## src/rtl/iacch_defines.vh

```
// Constants for the integrating converter conversion handshake
`ifndef IACCH_DEFINES_VH
`define IACCH_DEFINES_VH
`define IACCH_CLK_NS          10
`define IACCH_CONV_MAX_US     4000
`define IACCH_CONV_MAX_CYC    (`IACCH_CONV_MAX_US * 1000 / `IACCH_CLK_NS)
`define IACCH_INTEG_US        640
`define IACCH_INTEG_CYC       (`IACCH_INTEG_US * 1000 / `IACCH_CLK_NS)
`define IACCH_PAUSE_US        10
`define IACCH_PAUSE_CYC       (`IACCH_PAUSE_US * 1000 / `IACCH_CLK_NS)
`define IACCH_SLACK_CYC       100
`define IACCH_DATA_W          16
`define IACCH_HI_BIT          8
`define IACCH_CNT_W           20
`endif

```

## src/rtl/iacch_sync.v

```verilog
// Two-flop synchroniser for pin inputs
`timescale 1ns/1ps
module iacch_sync (
    input  wire clock_i,
    input  wire rstn_i,
    input  wire pin_i,
    output reg  sync_o
);
    reg meta_reg;
    always @(posedge clock_i or negedge rstn_i) begin
        if (!rstn_i) begin
            meta_reg <= 1'b1;
            sync_o   <= 1'b1;
        end else begin
            meta_reg <= pin_i;
            sync_o   <= meta_reg;
        end
    end
endmodule

```

## src/rtl/iacch_top.v

```verilog
// Conversion sequencer and output handshake of the integrating converter
`timescale 1ns/1ps
`include "iacch_defines.vh"
module iacch_top (
    input  wire        clock_i,
    input  wire        rstn_i,
    input  wire        trigger_n_i,
    input  wire        cmp_pos_i,
    input  wire        cmp_done_i,
    output reg  [15:0] result_o,
    output reg         sign_o,
    output reg         sign_n_o,
    output wire        busy_o,
    output reg  [2:0]  phase_o,
    output wire        auto_zero_phase_o
);
    localparam [2:0] ST_AZ    = 3'h0;
    localparam [2:0] ST_INTEG = 3'h1;
    localparam [2:0] ST_PAUSE = 3'h2;
    localparam [2:0] ST_REFHI = 3'h3;
    localparam [2:0] ST_PAUS2 = 3'h4;
    localparam [2:0] ST_REFLO = 3'h5;

    // One reference budget shared by both slopes
    localparam integer INTEG_I   = `IACCH_INTEG_CYC;
    localparam integer PAUSE_I   = `IACCH_PAUSE_CYC;
    localparam integer LIMIT_I   = `IACCH_CONV_MAX_CYC - 2 * `IACCH_PAUSE_CYC
                                   - `IACCH_INTEG_CYC - `IACCH_SLACK_CYC;
    localparam [19:0]  INTEG_CYC = INTEG_I[19:0];
    localparam [19:0]  PAUSE_CYC = PAUSE_I[19:0];
    localparam [19:0]  LIMIT_CYC = LIMIT_I[19:0];
    localparam [16:0] HI_STEP   = 17'h00100;
    localparam [16:0] LO_STEP   = 17'h00001;

    reg         rst_meta_reg;
    reg         rst_reg;
    wire        rstn_sync;
    wire        trig_sync;
    reg         trig_last_reg;
    reg  [2:0]  state_reg;
    reg  [2:0]  state_next;
    reg  [19:0] timer_reg;
    reg  [19:0] ref_time_reg;
    reg  [16:0] count_reg;
    reg         pol_reg;
    reg         busy_reg;
    reg         armed_reg;
    wire        trig_fall;
    wire        trig_rise;
    wire        timer_hit;
    wire        ref_over;

    function [16:0] iacch_sat_add;
        input [16:0] a;
        input [16:0] b;
        reg   [17:0] s;
        begin
            s = {1'b0, a} + {1'b0, b};
            iacch_sat_add = s[17] ? 17'h0ffff :
                            ((s[16:0] > 17'h0ffff) ? 17'h0ffff : s[16:0]);
        end
    endfunction

    always @(posedge clock_i or negedge rstn_i) begin
        if (!rstn_i) begin
            rst_meta_reg <= 1'b0;
            rst_reg      <= 1'b0;
        end else begin
            rst_meta_reg <= 1'b1;
            rst_reg      <= rst_meta_reg;
        end
    end
    assign rstn_sync = rst_reg;

    iacch_sync u_trig_sync (
        .clock_i (clock_i),
        .rstn_i  (rstn_sync),
        .pin_i   (trigger_n_i),
        .sync_o  (trig_sync)
    );

    // Edge detect on synchronised trigger; 0.1 us pulse spans 10 clocks
    assign trig_fall = trig_last_reg & ~trig_sync;
    assign trig_rise = ~trig_last_reg & trig_sync;
    assign timer_hit = (timer_reg == 20'h00001) || (timer_reg == 20'h00000);
    assign ref_over  = (ref_time_reg >= LIMIT_CYC);
    assign busy_o    = busy_reg;
    assign auto_zero_phase_o = (state_reg == ST_AZ);

    // Phase sequencer
    always @* begin
        state_next = state_reg;
        case (state_reg)
            ST_AZ: begin
                if (trig_rise && armed_reg) begin
                    state_next = ST_INTEG;
                end
            end
            ST_INTEG: begin
                if (timer_hit) begin
                    state_next = ST_PAUSE;
                end
            end
            ST_PAUSE: begin
                if (timer_hit) begin
                    state_next = ST_REFHI;
                end
            end
            ST_REFHI: begin
                if (cmp_done_i || ref_over) begin
                    state_next = ST_PAUS2;
                end
            end
            ST_PAUS2: begin
                if (timer_hit) begin
                    state_next = ST_REFLO;
                end
            end
            ST_REFLO: begin
                if (cmp_done_i || ref_over) begin
                    state_next = ST_AZ;
                end
            end
            default: begin
                state_next = ST_AZ;
            end
        endcase
    end

    always @(posedge clock_i or negedge rstn_sync) begin
        if (!rstn_sync) begin
            state_reg     <= ST_AZ;
            trig_last_reg <= 1'b1;
            timer_reg     <= 20'h00000;
            ref_time_reg  <= 20'h00000;
            count_reg     <= 17'h00000;
            pol_reg       <= 1'b0;
            busy_reg      <= 1'b0;
            armed_reg     <= 1'b0;
            result_o      <= 16'h0000;
            sign_o        <= 1'b0;
            sign_n_o      <= 1'b1;
            phase_o       <= 3'h0;
        end else begin
            trig_last_reg <= trig_sync;
            state_reg     <= state_next;
            phase_o       <= state_next;
            if (timer_reg != 20'h00000) begin
                timer_reg <= timer_reg - 20'h00001;
            end
            // Falling edge in standby: clear counters, go busy
            if (trig_fall && state_reg == ST_AZ) begin
                count_reg    <= 17'h00000;
                ref_time_reg <= 20'h00000;
                armed_reg    <= 1'b1;
                busy_reg     <= 1'b1;
            end
            case (state_reg)
                ST_AZ: begin
                    if (trig_rise && armed_reg) begin
                        timer_reg <= INTEG_CYC;
                        armed_reg <= 1'b0;
                    end
                end
                ST_INTEG: begin
                    if (timer_hit) begin
                        pol_reg   <= cmp_pos_i;
                        timer_reg <= PAUSE_CYC;
                    end
                end
                ST_PAUSE: begin
                    if (timer_hit) begin
                        ref_time_reg <= 20'h00000;
                    end
                end
                ST_REFHI: begin
                    ref_time_reg <= ref_time_reg + 20'h00001;
                    if (cmp_done_i || ref_over) begin
                        timer_reg <= PAUSE_CYC;
                    end else begin
                        count_reg <= iacch_sat_add(count_reg, HI_STEP);
                    end
                end
                ST_PAUS2: begin
                    // Budget count runs on into the low slope
                end
                ST_REFLO: begin
                    ref_time_reg <= ref_time_reg + 20'h00001;
                    if (cmp_done_i || ref_over) begin
                        // Publish result and drop busy in the same cycle
                        result_o <= count_reg[15:0];
                        sign_o   <= pol_reg;
                        sign_n_o <= ~pol_reg;
                        busy_reg <= 1'b0;
                    end else begin
                        count_reg <= iacch_sat_add(count_reg, LO_STEP);
                    end
                end
                default: begin
                    timer_reg <= 20'h00000;
                end
            endcase
        end
    end
endmodule

```

## config.mk

```make
export PLATFORM = sky130hd
export DESIGN_NAME = iacch_top
export DESIGN_NICKNAME = d
export VERILOG_FILES = /design/src/rtl/iacch_sync.v /design/src/rtl/iacch_top.v
export VERILOG_INCLUDE_DIRS = /design/src /design/src/rtl
export SDC_FILE = /design/constraint.sdc
export NUM_CORES = 1
export LEC_CHECK = 0
export ABC_CLOCK_PERIOD_IN_PS = 3580
export BUFFER_PORTS_ARGS = -buffer_cell sky130_fd_sc_hd__buf_2
export CELL_PAD_IN_SITES_DETAIL_PLACEMENT = 0
export CELL_PAD_IN_SITES_GLOBAL_PLACEMENT = 1
export CORE_MARGIN = 2
export CORE_UTILIZATION = 40
export DETAILED_ROUTE_END_ITERATION = 8
export GPL_ROUTABILITY_DRIVEN = 0
export PLACE_DENSITY_LB_ADDON = 0.1
export SYNTH_ARGS = -nofsm -noshare
export SYNTH_HDL_FRONTEND = slang
export SYNTH_SLANG_ARGS = --single-unit
```

## constraint.sdc

```tcl
create_clock -name clock_i -period 3.58 [get_ports clock_i]
set_input_delay 0.716 -clock clock_i [delete_from_list [all_inputs] [get_ports clock_i]]
set_output_delay 0.716 -clock clock_i [all_outputs]
set_load 0.02 [all_outputs]
```

-- Word-level counts from Yosys, hierarchy flattened
Index checks and enable logic that the tools add are counted.
- $lt $le $gt $ge: 3
- reduce and logical (&&, ||, !) cells: 12
- bitwise gates (word level): 5
- div/mod/pow operators: 0
- add/sub/neg operators: 4
- shifts and indexed selects: 0
- multiplexer cells: 29
- equality and inequality tests: 12
- $mul: 0
- operators with widths (operator ; number):
    $mux 20 ; 6
    $mux 17 ; 7
    $pmux 20 s4 ; 1
    $pmux 20 s2 ; 1
    $gt 17x16->1 const B ; 2
    $pmux 17 s2 ; 1
    $add 20x1->20 const B ; 1
    $eq 20x1->1 const B ; 1
    $ge 20x19->1 const B ; 1
    $logic_not 20->1 ; 1
    $reduce_bool 20->1 ; 1
    $sub 20x1->20 const B ; 1
    $add 17x1->18 const B ; 1
    $add 17x9->18 const B ; 1
    $mux 3 ; 6
    $pmux 3 s6 ; 1
    $ne 2x2->1 const B ; 5
    $eq 3x2->1 const B ; 2
    $eq 3x3->1 const B ; 2
    $mux 1 ; 6
    $reduce_and 6->1 ; 1
    $reduce_and 2->1 ; 2
    $eq 3x1->1 const B ; 1
    $logic_not 3->1 ; 1
    7 further kinds ; 12
- latch bits: 0
- output and inout port bits: 23
- input port bits: 5
- memories: 0
- flip-flop bits (word level): 86
- RAM bits: 0
- bits in read-only memories: 0

-- Logic depth before layout (Yosys ltp)
Gate-level depths: netlist of the first run.
- depth after elaboration: 6
- depth in mapped cells: 11

-- Cells and area by module
Synthesis of the first run repeated with hierarchy kept, for this count alone.
- cells, all modules: 542
- area, all modules: 4973.5 um2
- modules (own cells, without submodules) (module ; cells an instance ; seq. area each (um2) ; times used ; area an instance (um2)):
    iacch_top ; 540 ; 2104.5 ; 1 ; 4921.0
    iacch_sync ; 2 ; 52.6 ; 1 ; 52.6

-- Least setup slack after synthesis of the first run
OpenSTA, ideal clock, no wires.
- path type: register -> register
- start point: register count_reg[9]
- end point: register count_reg[4]
- arrival: 2.516 ns
- period minus slack after synthesis: 2.635 ns
- slack: 0.945 ns
- library setup time: 0.119 ns
- cell stages (with the launch flop): 12
- cells stage by stage: dfrtp_1 -> ha_1 -> clkbuf_1 -> and4_1 -> buf_1 -> and3_1 -> a31oi_1 -> nand2b_1 -> nor3_1 -> clkbuf_1 -> a21boi_0 -> o21a_1
- word-level cells in the longest chain between the ends: 6
- elaborated cells on any way between the ends: 11
- RTL lines (what ; line ; RTL):
    from (decl) ; iacch_top.v:44 ; reg [16:0] count_reg;
    from (signal assigned) ; iacch_top.v:181 ; count_reg <= iacch_sat_add(count_reg, HI_STEP);
    from (signal assigned) ; iacch_top.v:196 ; count_reg <= iacch_sat_add(count_reg, LO_STEP);
    $add 17x1->18 / $add 17x9->18 (equally long branches) ; iacch_top.v:58 ; s = {1'b0, a} + {1'b0, b};
    $gt 17x16->1 ; iacch_top.v:60 ; ((s[16:0] > 17'h0ffff) ? 17'h0ffff : s[16:0]);
    $mux 17 ; iacch_top.v:60 ;
    $mux 17 ; iacch_top.v:59 ; iacch_sat_add = s[17] ? 17'h0ffff :
    $mux 17 (on tied branches) ; iacch_top.v:189, iacch_top.v:178 ;
    $pmux 17 s2 (*) ; iacch_top.v:158 ; case (state_reg)
Every way passes the cells marked *; elsewhere a longest branch is shown, timed or not.
A chain may end at the register's enable or synchronous reset.

-- Worst setup path in the final report of the first run
- start point: register count_reg[8]
- end point: register count_reg[10]
The elaborated chain is that of the path after synthesis.

==> reports/results.txt, run 1 <==
By startpoint and endpoint, the worst setup path is classified as reg2reg. Entering global routing, the biggest net connects 63 pins. STA classifies the critical path endpoint as a register. After synthesis, the share of flip-flops with an asynchronous set or reset is 100%. The arrival time at the worst endpoint was 3.33 ns; the synthesized-area fraction occupied by xor and xnor cells was 3.52%. For the pin with the worst max-slew slack, the measured transition is 1.14 ns. In this run the number of cells on the critical path is 8. Once the clock tree was built, the resizer swapped 0 gates to a different size. Global routing finished with a remaining overflow of 0.

For met1 alone, demand over resource in global routing was 27.7%. Static timing analysis puts the maximum clock frequency at 324 MHz. The power per cell area is 479 mW/mm2, and the via-per-instance ratio is 5.69.

The sequential cell area is 0.00216 mm2, and the count of fill cells added during filler insertion is 1188. The post-synth design cell area came out at 0.00497 mm2. After synthesis, the largest family of logic cells by area is simple AND/OR/NAND/NOR gates. 28 I/O pins were placed.

The multiplexer fraction of the synthesized cell area is 5.08%. The worst-path maximum fanout was 13. The clock arrives with 0.00580 ns of skew. Setup violations remaining at the end of the flow were counted as 0.

In this run the remaining antenna-violating nets after routing total 0. During synthesis, Yosys emitted a total of 0 warnings. The netlist uses 69 different library cells. In this run the most used layer during global routing was met2. The total number of nets in the final design came out at 567. After detailed routing, the average wire length per cell comes to 17.1 um. Footprint of the multi-input gates: 0.00263 mm2.

The clock sink count is 86, and the final period utilization is 86.2%. Row count: 40. The number of remaining DRC errors is 0.

The count of port buffers added during placement is 27. Once the floorplan was initialized, standard cells occupied 41.2% of the core. The fraction of final layout cells with drive strength greater than 1 was 16.5%. In this run, CTS created clock tree buffers numbering 9.

In this run the horizontal extent of the chip is 116 um. The global routing met2 resource utilization came out at 31.8%. The compound-cell area share of the yosys netlist was 19.7%; the aggregate global-route resource usage was 20.2%. Relative to the synthesized area, the layout overhead comes to 12.2%. For this run, the slowest stage of the critical path takes 0.56 ns. The fraction of the mapped netlist area in adder cells was 2.01%. The clock-pin transition on the worst setup and hold timing paths was 0.06 ns. Synthesis handed over a netlist of 542 instances. STA classifies the critical path startpoint as a register.

The logs give 3.82 ns for the required time reported for the critical path endpoint and 0 for the count of endpoints failing hold in the final timing report. For met3 alone, demand over resource in global routing was 3.77%. Post-CTS timing repair inserted 0 buffers for setup. Post-synth net total: 555. TritonCTS built the clock tree. Worst path buffer plus inverter count: 0. The tools report the buffer type at the clock tree root as clkbuf_16. Counting along the longest clock path gives a buffer depth of 2. The total detailed-routing wirelength is 12400 um. The first global-routing pass estimated 21000 um of wire. The logs give 0.0133 mm2 for the die outline area and 727 for the filler-free cell count of the finished design.

The flow ran to the end, and the final reports show no timing, DRC or antenna violations. The tools report the clock latency of the later-clocked register in the worst-skew pair as 0.35 ns. For this design the static power due to leakage is 0.00238 uW.

The number of max-cap violations came out at 0. The smallest clock period supported by the final layout is computed as 3.09 ns. The number of DRC markers in iteration 0 was 321; the number of global-route vias before repair was 4086.

The final number of max-transition violations was 0; the peak supply drop was 0.286 mV. The y dimension of the die works out to 116 um. Each instance of the synthesized netlist takes up on average 9.18 um2.

Once routing completed, OpenROAD measured the worst setup slack at 0.494 ns. 0 antenna diodes ended up in the layout. After floorplanning, the core was sized to cover 0.0121 mm2.

Setup repair after global routing left no endpoint under its margin. The logs give 3 for the CTS H-tree depth and 24.0% for the max-slew headroom at the worst pin. Hold repair after CTS inserted 0 buffers. Timing analysis after detailed placement gives a worst setup slack of 0.503 ns.

Most common flop cell mapped by yosys: dfrtp_1. Once placement completed, the tool counted placed cells totaling 711. After Yosys synthesis, and, or, nand and nor cells account for 22.4% of the synthesized area. The logs give 5 for the total iterations of the first detailed-routing run and 8520 um for the half-perimeter wire length after detailed placement. The family with the most delay on the worst path is simple AND/OR/NAND/NOR gates. Summed over all failing endpoints, the final setup total negative slack is 0 ns. The tightest min-delay check is of the in2async type.

The design draws 2670 uW. The signal on the critical path passes through ha_1 > and4_1 > xor2_1 > and3_1 > o2111a_1 > nor3_1 > nand4_1 > a31o_2. The synthesized flop and latch total is 86. Utilization after layout: 46.3%.

In this run, synthesis inferred 0 flip-flops with an integrated enable. Sequential elements use 43.4% of the synthesized area. The tools report the number of antenna violations at the first check in global routing as 0. The slowest stage of the critical path is the dfrtp_1 cell.

The worst register-to-register path has a depth of 8. Across all layers, the routed design uses 4135 vias.
[cells in the final DEF, fill, tap and decap left out, types with 6 or more instances in the layout]
| cell type | count |
|---|---|
| and4_1 | 7 |
| nand4_1 | 7 |
| buf_2 | 27 |
| o31ai_1 | 7 |
| a21oi_1 | 39 |
| inv_1 | 11 |
| nor3_1 | 18 |
| clkbuf_16 | 9 |
| o21ai_1 | 18 |
| nand3_1 | 17 |
| dfrtp_1 | 81 |
| a211oi_1 | 6 |
| nand2_1 | 42 |
| or4_1 | 6 |
| buf_4 | 6 |
| ha_1 | 8 |
| nor4_1 | 6 |
| and3_1 | 16 |
| nor2_1 | 49 |
| xor2_1 | 8 |
| xnor2_1 | 12 |
| o21ai_2 | 8 |
| o21ai_0 | 26 |
| a31oi_1 | 11 |
| mux2_2 | 17 |
[synth_stat cells, drive strengths merged, types with 7 or more instances]
cell	n	area (um2)
nand4	7	43.8
inv	11	41.3
buf	10	66.3
nand2	42	158
a21oi	39	195
o31ai	7	52.6
ha	8	100
nand3	17	85.1
or4	7	56.3
and4	7	61.3
mux2	18	203
xor2	8	70.1
clkbuf	22	82.6
a31oi	11	68.8
xnor2	12	105
nor2	51	194
nor3	19	100
and3	16	100
dfrtp	82	2050
o21ai	52	290
[final cells by class]
class / instances / share of cell area, %
Multi-Input combinational cell: 413 / 47.1
Sequential cell: 86 / 38.7
Clock buffer: 11 / 4.53
Tap cell: 168 / 3.77
Timing Repair Buffer: 33 / 3.23
Clock inverter: 5 / 1.88
Inverter: 11 / 0.740
[path summary, 6_finish.rpt]
path                                                start                            to  slack (ns)
max in group asynchronous               rst_reg$_DFF_PN0_      state_reg[0]$_DFFE_PN0P_        2.31
setup / recovery                   count_reg[8]$_DFF_PN0_       count_reg[10]$_DFF_PN0_        0.49
setup reg to reg                   count_reg[8]$_DFF_PN0_       count_reg[10]$_DFF_PN0_        0.49
min in group clock_i       u_trig_sync.meta_reg$_DFF_PN1_  u_trig_sync.sync_o$_DFF_PN1_        0.36
hold reg to reg            u_trig_sync.meta_reg$_DFF_PN1_  u_trig_sync.sync_o$_DFF_PN1_        0.36
hold / removal                                     rstn_i             rst_reg$_DFF_PN0_        0.14
[worst register-to-register path, delay by kind of cell, from the launching register on]
family	cells	cell delay (ns)
flip-flops	1	0.56
AO/OA/AOI/OAI	2	0.59
AND/OR/NAND/NOR	4	1.29
adder cells (fa/ha/maj)	1	0.44
XOR/XNOR	1	0.10
[power breakdown]
group	switching (uW)	total [uW]	internal (uW)
logic	206	363	157
clock network	397	1120	720
registers	119	1190	1070
[per-stage QoR]
stage                     instance area (um2)  hold slack, ns
final                                    5580           0.135
after global routing                     5580           0.131
after CTS                                5580           0.129
after detailed placement                 5220           0.337
after global placement                   5220           0.344
after floorplan                          4970           0.331
[layer usage]
layer	wire length, um	up-vias
met5	0	-
met4	271	0
met3	426	23
met2	5900	66
met1	5830	2046
li1	-	2000
[logic make-up after synthesis]
family,Yosys count
and+or+nand+nor,209
adders and majority gates,8
xor gates and xnor gates,20
other,1
buffers and inverters,43
DFF,86
muxes,23
AOI/OAI and AO/OA,152
No activity file was read; power rests on OpenSTA's default activity.
==> run 2: changes to the inputs <==
--- a/config.mk
+++ b/config.mk
@@ -14,7 +14,8 @@
 export CORE_UTILIZATION = 40
 export DETAILED_ROUTE_END_ITERATION = 8
 export GPL_ROUTABILITY_DRIVEN = 0
-export PLACE_DENSITY_LB_ADDON = 0.1
+export PLACE_DENSITY = 0.76
+export SKIP_CTS_REPAIR_TIMING = 1
 export SYNTH_ARGS = -nofsm -noshare
 export SYNTH_HDL_FRONTEND = slang
 export SYNTH_SLANG_ARGS = --single-unit
==> run 2 against run 1 <==
Critical path type unchanged. Final area fell by 0.83%. Highest routed layer unchanged. Routed wire length fell by 4.7%. Via count rose by 0.31%. Clock skew rose by 0.0017 ns.
==> reports/results.txt, run 2 (same netlist as run 1, synthesis figures left out) <==
The clock-pin transition on the worst setup and hold timing paths was 0.07 ns (about the same). The fraction of final layout cells with drive strength greater than 1 was 16.5% (unchanged); the half-perimeter wire length after detailed placement was 8040 um (-5.6%). TritonCTS built the clock tree.

For the clock latency of the later-clocked register in the worst-skew pair, the log shows 0.35 ns (about the same). The worst hold path belongs to the class in2async. The required time reported for the critical path endpoint was 3.82 ns (about the same); the top-level I/O count was 28 (unchanged). The via-per-instance ratio was 5.71 (+0.31%); the clock sink count was 86 (unchanged).

The number of antenna violations at the first check in global routing was 0 (unchanged); the count of antenna diodes in the layout was 0 (unchanged). The flow ran to the end, and the final reports show no timing, DRC or antenna violations. Commonest non-fill, non-tap cell in the layout: dfrtp_1. The number of max-cap violations was 0 (unchanged); the number of remaining DRC errors was 0 (unchanged). The aggregate global-route resource usage is 18.9% (-1.3 points). For the effective utilization at floorplan, the log shows 41.2% (unchanged). The tools report the total number of nets in the final design as 567 (unchanged). The run gives 0.139 ns (+0.00353 ns) as the hold slack. The power per cell area works out to 457 mW/mm2 (-4.5%).

The area growth from synthesis to layout was 11.2%. The logs give 0.749 ns (+0.245 ns) for the post-placement worst setup slack and 19800 um (-5.6%) for the wire length of the first global-routing pass. The logs give 3 (unchanged) for the CTS H-tree depth and 0 (unchanged) for the count of endpoints failing hold in the final timing report. Standby leakage power: 0.00237 uW (-0.69%). The logs give 0 (unchanged) for the total congestion overflow after global routing and 0 ns (unchanged) for the setup TNS after final layout. For the maximum clock frequency, the log shows 341 MHz (+5.4%). Row count: 40 (unchanged). The setup violation total in the final timing report was 0 (unchanged). For the number of buffers created by CTS, the log shows 9 (unchanged).

The die outline area was 0.0133 mm2 (unchanged). The largest net degree at the start of global routing came out at 85 (+35%). Setup repair after global routing left no endpoint under its margin. The maximum clock insertion buffer count was 2 (unchanged); the post-route minimum period was 2.93 ns (-0.157 ns). For the maximum clock skew at final layout, the log shows 0.00749 ns (+0.00169 ns).

The y dimension of the die came out at 116 um (unchanged). The final setup slack of the worst path is 0.651 ns (+0.157 ns). Category of the worst setup path launch point: a register.

The count of port buffers added during placement came out at 27 (unchanged). The power consumption was 2530 uW (-5.3%). Leaving out fill and tap cells, the most frequent cells in the layout are dfrtp_1, nor2_1, nand2_1, a21oi_1, buf_2. The tools report the count of vias placed by the detailed router as 4148 (+0.31%). The total detailed-routing wirelength is 11800 um (-4.7%), and the final period utilization is 81.8% (-4.4 points). The worst-path maximum fanout came out at 13 (unchanged). The final number of max-transition violations was 0 (unchanged). The width of the die was 116 um (unchanged); the depth of the worst register-to-register path was 8 (unchanged). The number of DRC markers in iteration 0 is 308 (-4.0%).

The placeable core region was 0.0121 mm2 (unchanged). The type of element capturing the critical path is a register. The number of global-route vias before repair came out at 3955 (-3.2%).

The tree is rooted in a clkbuf_16. The max-slew headroom at the worst pin was 26.6% (+2.6 points). Arrival time at the worst endpoint: 3.17 ns (-0.16 ns). Type of the setup path with the least slack: reg2reg. The number of nets with antenna violations after detailed routing was 0 (unchanged); the total iterations of the first detailed-routing run was 4 (-1). The actual transition at the worst max-transition pin is 1.10 ns (-0.0389 ns), and the average wire per cell in the routed design is 16.3 um (-4.7%).

The run gives 0.404 mV (+41%) as the peak supply drop. The logs give 45.9% (-0.38 points) for the utilization after layout and 1170 (-1.5%) for the count of fill cells added during filler insertion.
==> run 2: cell types whose count changed in the layout (fill, tap and decap cells not counted) <==
cell,change
clkinvlp_4,-1
inv_6,+3
clkbuf_8,-2
bufinv_16,-2
inv_8,+2
==> run 2: where the power goes <==
group / switching [uW] / internal [uW] / leakage [uW]
sequential: 120 / 1070 / 0.00112
clock: 425 / 558 / 0.000151
combinational: 198 / 156 / 0.00110
==> run 2: final cells by class <==
type                    count  area (um2)  area share [%]
inverters                  11        41.3           0.746
clock buffers               9         225            4.07
flip-flops and latches     86        2160            39.1
clock inverters             7        86.3            1.56
repair buffers             33         180            3.26
well taps                 168         210            3.80
multi-input cells         413        2630            47.5
==> run 2: layer usage <==
layer	up-vias	GRT usage (%)	wire length (um)	share of wire (%)
met3	17	5.13	688	5.8
met1	1988	24.7	5280	45
met4	0	6.18	175	1.5
met2	121	30.4	5700	48
li1	2022	-	-	-
met5	-	0	0	0
==> run 2: final timing paths <==
path	from	end	slack [ns]
setup / recovery	count_reg[8]$_DFF_PN0_	count_reg[10]$_DFF_PN0_	0.65
hold / removal	rstn_i	rst_reg$_DFF_PN0_	0.14
setup reg to reg	count_reg[8]$_DFF_PN0_	count_reg[10]$_DFF_PN0_	0.65
hold reg to reg	rst_meta_reg$_DFF_PN0_	rst_reg$_DFF_PN0_	0.36
max in group asynchronous	rst_reg$_DFF_PN0_	count_reg[8]$_DFF_PN0_	2.36
min in group clock_i	rst_meta_reg$_DFF_PN0_	rst_reg$_DFF_PN0_	0.36
==> run 2: worst max-delay path, cell delays in order (launching register included) <==
cell	delay (ns)
dfrtp_1	0.55
ha_1	0.38
and4_1	0.38
xor2_1	0.10
and3_1	0.19
o2111a_1	0.30
nor3_1	0.49
nand4_1	0.16
a31o_2	0.27
==> run 2: stage by stage <==
| stage | area (um2) | instances |
|---|---|---|
| 2_1_floorplan | 4970 | 542 |
| 3_5_place_dp | 5220 | 711 |
| 4_1_cts | 5530 | 727 |
| 3_3_place_gp | 5220 | 711 |
| 6_report | 5530 | 727 |
| 5_1_grt | 5530 | 727 |
==> run 3: changes to the inputs <==
--- a/config.mk
+++ b/config.mk
@@ -6,7 +6,7 @@
 export SDC_FILE = /design/constraint.sdc
 export NUM_CORES = 1
 export LEC_CHECK = 0
-export ABC_CLOCK_PERIOD_IN_PS = 3580
+export ABC_CLOCK_PERIOD_IN_PS = 2400
 export BUFFER_PORTS_ARGS = -buffer_cell sky130_fd_sc_hd__buf_2
 export CELL_PAD_IN_SITES_DETAIL_PLACEMENT = 0
 export CELL_PAD_IN_SITES_GLOBAL_PLACEMENT = 1
@@ -14,7 +14,7 @@
 export CORE_UTILIZATION = 40
 export DETAILED_ROUTE_END_ITERATION = 8
 export GPL_ROUTABILITY_DRIVEN = 0
-export PLACE_DENSITY = 0.76
+export PLACE_DENSITY = 0.79
 export SKIP_CTS_REPAIR_TIMING = 1
 export SYNTH_ARGS = -nofsm -noshare
 export SYNTH_HDL_FRONTEND = slang
==> constraint.sdc (replaced) <==
create_clock -name clock_i -period 2.4 [get_ports clock_i]
set_input_delay 0.48 -clock clock_i [delete_from_list [all_inputs] [get_ports clock_i]]
set_output_delay 0.48 -clock clock_i [all_outputs]
set_load 0.02 [all_outputs]
==> run 3 against run 2 <==
The flow now finishes with violations (setup timing). Hold slack improved by 0.084 ns. Via count increased by 11%. Routed wire length increased by 11%. Global-route usage increased by 1.4 points. Flip-flop and latch count unchanged. Clock power increased by 43%. Register-to-register slack got worse by 0.79 ns. Final area increased by 18%. Power increased by 52%. Clock-buffer cell count increased by 2. Die area unchanged. Clock skew increased by 0.0014 ns. Critical endpoint is now ref_time_reg[14]$_DFF_PN0_. Highest routed layer unchanged.
==> reports/results.txt, run 3 (same netlist as run 1, synthesis figures left out) <==
The count of port buffers added during placement was 27 (unchanged); the total iterations of the first detailed-routing run was 5 (+1). The switching portion of total power came out at 28.6% (-0.80 points). In this run the critical register-to-register path is launched from timer_reg[12]$_DFF_PN0_. Number of remaining DRC errors: 0 (unchanged). The actual transition at the worst max-transition pin works out to 0.627 ns (-0.474 ns). STA classifies the critical path endpoint as a register.

The total detailed-routing wirelength is 13100 um (+11%), and the max-slew headroom at the worst pin is 57.8% (+31 points). The number of buffers created by CTS was 9 (unchanged); the hold slack was 0.223 ns (+0.0838 ns). TritonCTS built the clock tree. The count of fill cells added during filler insertion is 1103 (-5.7%). STA classifies the critical path startpoint as a register.

In this run the most critical hold path is launched from trigger_n_i. From synthesis to final layout, the design area changed by 31.2%. Setup repair after global routing could not meet its margin everywhere. The effective utilization at floorplan is 41.2% (unchanged).

The die outline area was 0.0133 mm2 (unchanged); the clock latency of the later-clocked register in the worst-skew pair was 0.35 ns (about the same). The run gives 0 (unchanged) as the count of endpoints failing hold in the final timing report. The final reports fail on setup timing.

Number of instances on the worst hold path: 1. The critical path in this run is classified as reg2reg. The post-route minimum period was 2.54 ns (-0.385 ns).

The wire length of the first global-routing pass is 21600 um (+8.7%), and the switching power is 1100 uW (+48%). The slack of the worst reg-to-reg path is -0.14 ns (-0.79 ns). For the filler-free cell count of the finished design, the log shows 829 (+14%). The sequential fraction of design power was 45.4% (-1.8 points); the number of antenna violations at the first check in global routing was 0 (unchanged). The logs give 39 (-54%) for the largest net degree at the start of global routing and 268 (-13%) for the number of DRC markers in iteration 0. The run gives 0 (unchanged) as the number of nets with antenna violations after detailed routing.

The run finished, with violations left. The logs give 0.00653 mm2 (+18%) for the final instance area and 2.78 ns (-0.39 ns) for the arrival time at the worst endpoint. The worst hold-check path type was in2reg. The power per cell area came out at 590 mW/mm2 (+29%).

The run gives 0 (unchanged) as the number of max-cap violations. For the count of vias placed by the detailed router, the log shows 4612 (+11%). The peak supply drop was 0.490 mV (+21%). The final number of max-transition violations is 0 (unchanged), and the placeable core region is 0.0121 mm2 (unchanged). The worst-path maximum fanout is 20 (+7), and the share of total power in the clock network is 36.6% (-2.2 points).

The run gives 38 (+38) as the setup violation total in the final timing report. The aggregate global-route resource usage came out at 20.3% (+1.4 points). The tools report the half-perimeter wire length after detailed placement as 9100 um (+13%).

Depth of the worst register-to-register path: 8 (unchanged). The commonest non-fill, non-tap cell in the layout was buf_4. The run gives 28 (unchanged) as the top-level I/O count. The total number of nets in the final design is 669 (+18%), and the cell count after placement is 807 (+14%). CTS H-tree depth: 3 (unchanged). For the area after detailed placement, the log shows 0.00597 mm2 (+14%). The via-per-instance ratio works out to 5.56 (-2.5%). The run gives 2750 uW (+54%) as the internal power summed over all cells.

For the maximum clock frequency, the log shows 393 MHz (+15%). The average wire per cell in the routed design is 15.8 um (-3.0%), and the required time reported for the critical path endpoint is 2.63 ns (-1.19 ns). Final period utilization: 106% (+24 points). The clock-pin transition on the worst setup and hold timing paths is 0.07 ns (about the same).

Clock tree synthesis selected as its root buffer the cell clkbuf_16. Row count: 40 (unchanged). The endpoint of the lowest-slack register-to-register path is ref_time_reg[14]$_DFF_PN0_. Count of antenna diodes in the layout: 0 (unchanged). The library cells used most frequently in the layout, excluding fill and tap cells, are buf_4, dfrtp_1, nor2_1, nand2_1, a21oi_1.

The number of global-route vias before repair is 4490 (+14%), and the share of power burned in combinational logic is 17.9% (+3.9 points). The y dimension of the die works out to 116 um (unchanged). The maximum clock skew at final layout came out at 0.00890 ns (+0.00141 ns). The width of the die works out to 116 um (unchanged). For the maximum clock insertion buffer count, the log shows 2 (unchanged). For the total congestion overflow after global routing, the log shows 0 (unchanged). The logs give -0.144 ns (-0.795 ns) for the final setup slack of the worst path and 86 (unchanged) for the clock sink count.

The standby leakage power is 0.00290 uW (+23%), and the fraction of final layout cells with drive strength greater than 1 is 34.0% (+18 points). The worst min-delay path endpoint was u_trig_sync.meta_reg$_DFF_PN1_.
-- run 3: cell types whose count changed in the layout (fill, tap and decap cells not counted), sizes merged --
cell / change
buf: +101
inv: -4
clkbuf: +2
clkinv: +1
clkinvlp: +1
dlygate4sd3: +1
-- run 3: worst max-delay path, cell delays in order, from the launching register on --
cell and delay, ns:
dfrtp_1 0.38, or3_4 0.39, or4b_4 0.50, or4_4 0.55, nand2b_4 0.11, a311oi_4 0.10
buf_12 0.18, o21ai_1 0.13, o21ai_1 0.08
-- run 3: cell type report --
class	count	area [um2]	share of cell area, %
Multi-Input combinational cell	413	2820	43.2
Sequential cell	86	2160	33.1
Timing Repair Buffer	135	1000	15.4
Clock buffer	11	233	3.57
Tap cell	168	210	3.22
Clock inverter	5	58.8	0.901
Inverter	11	41.3	0.633
-- run 3: through the flow --
step	total power (uW)	TNS, ns	utilization, %	worst slack (ns)
floorplan	2190	-4.35	-	-0.177
global placement	2420	-3.63	49.5	-0.228
detailed placement	2450	-5.48	49.5	-0.327
CTS	3870	-7.25	52.0	-0.389
global route	4040	-7.53	54.1	-0.261
finish	3850	-3.20	54.1	-0.144
-- run 3: routing by layer --
metal  up-vias  part of all wire [%]  GRT usage (%)
met5         -                     0              0
met2        97                    50           34.2
met3        28                   3.6           5.39
met4         0                   2.6           7.55
li1       2213                     -              -
met1      2274                    44           25.1
-- run 3: worst max path at each step --
stage / startpoint / end / slack, ns / depth (start not counted)
2_1_floorplan: timer_reg[10]$_DFF_PN0_ / ref_time_reg[18]$_DFF_PN0_ / -0.18 / 9
3_3_place_gp: ref_time_reg[7]$_DFF_PN0_ / count_reg[3]$_DFFE_PN0P_ / -0.23 / 9
3_5_place_dp: ref_time_reg[7]$_DFF_PN0_ / count_reg[3]$_DFFE_PN0P_ / -0.33 / 9
4_1_cts: ref_time_reg[7]$_DFF_PN0_ / count_reg[3]$_DFFE_PN0P_ / -0.39 / 9
5_1_grt: timer_reg[12]$_DFF_PN0_ / ref_time_reg[4]$_DFF_PN0_ / -0.26 / 8
6_report: timer_reg[12]$_DFF_PN0_ / ref_time_reg[14]$_DFF_PN0_ / -0.14 / 8
-- run 3: power by group through the flow --
stage | sequential, uW | clock [uW] | combinational, uW
2_1_floorplan | 1770 | 0 | 426
3_3_place_gp | 1760 | 0 | 658
3_5_place_dp | 1770 | 0 | 677
4_1_cts | 1750 | 1440 | 681
5_1_grt | 1780 | 1510 | 762
6_report | 1750 | 1410 | 689
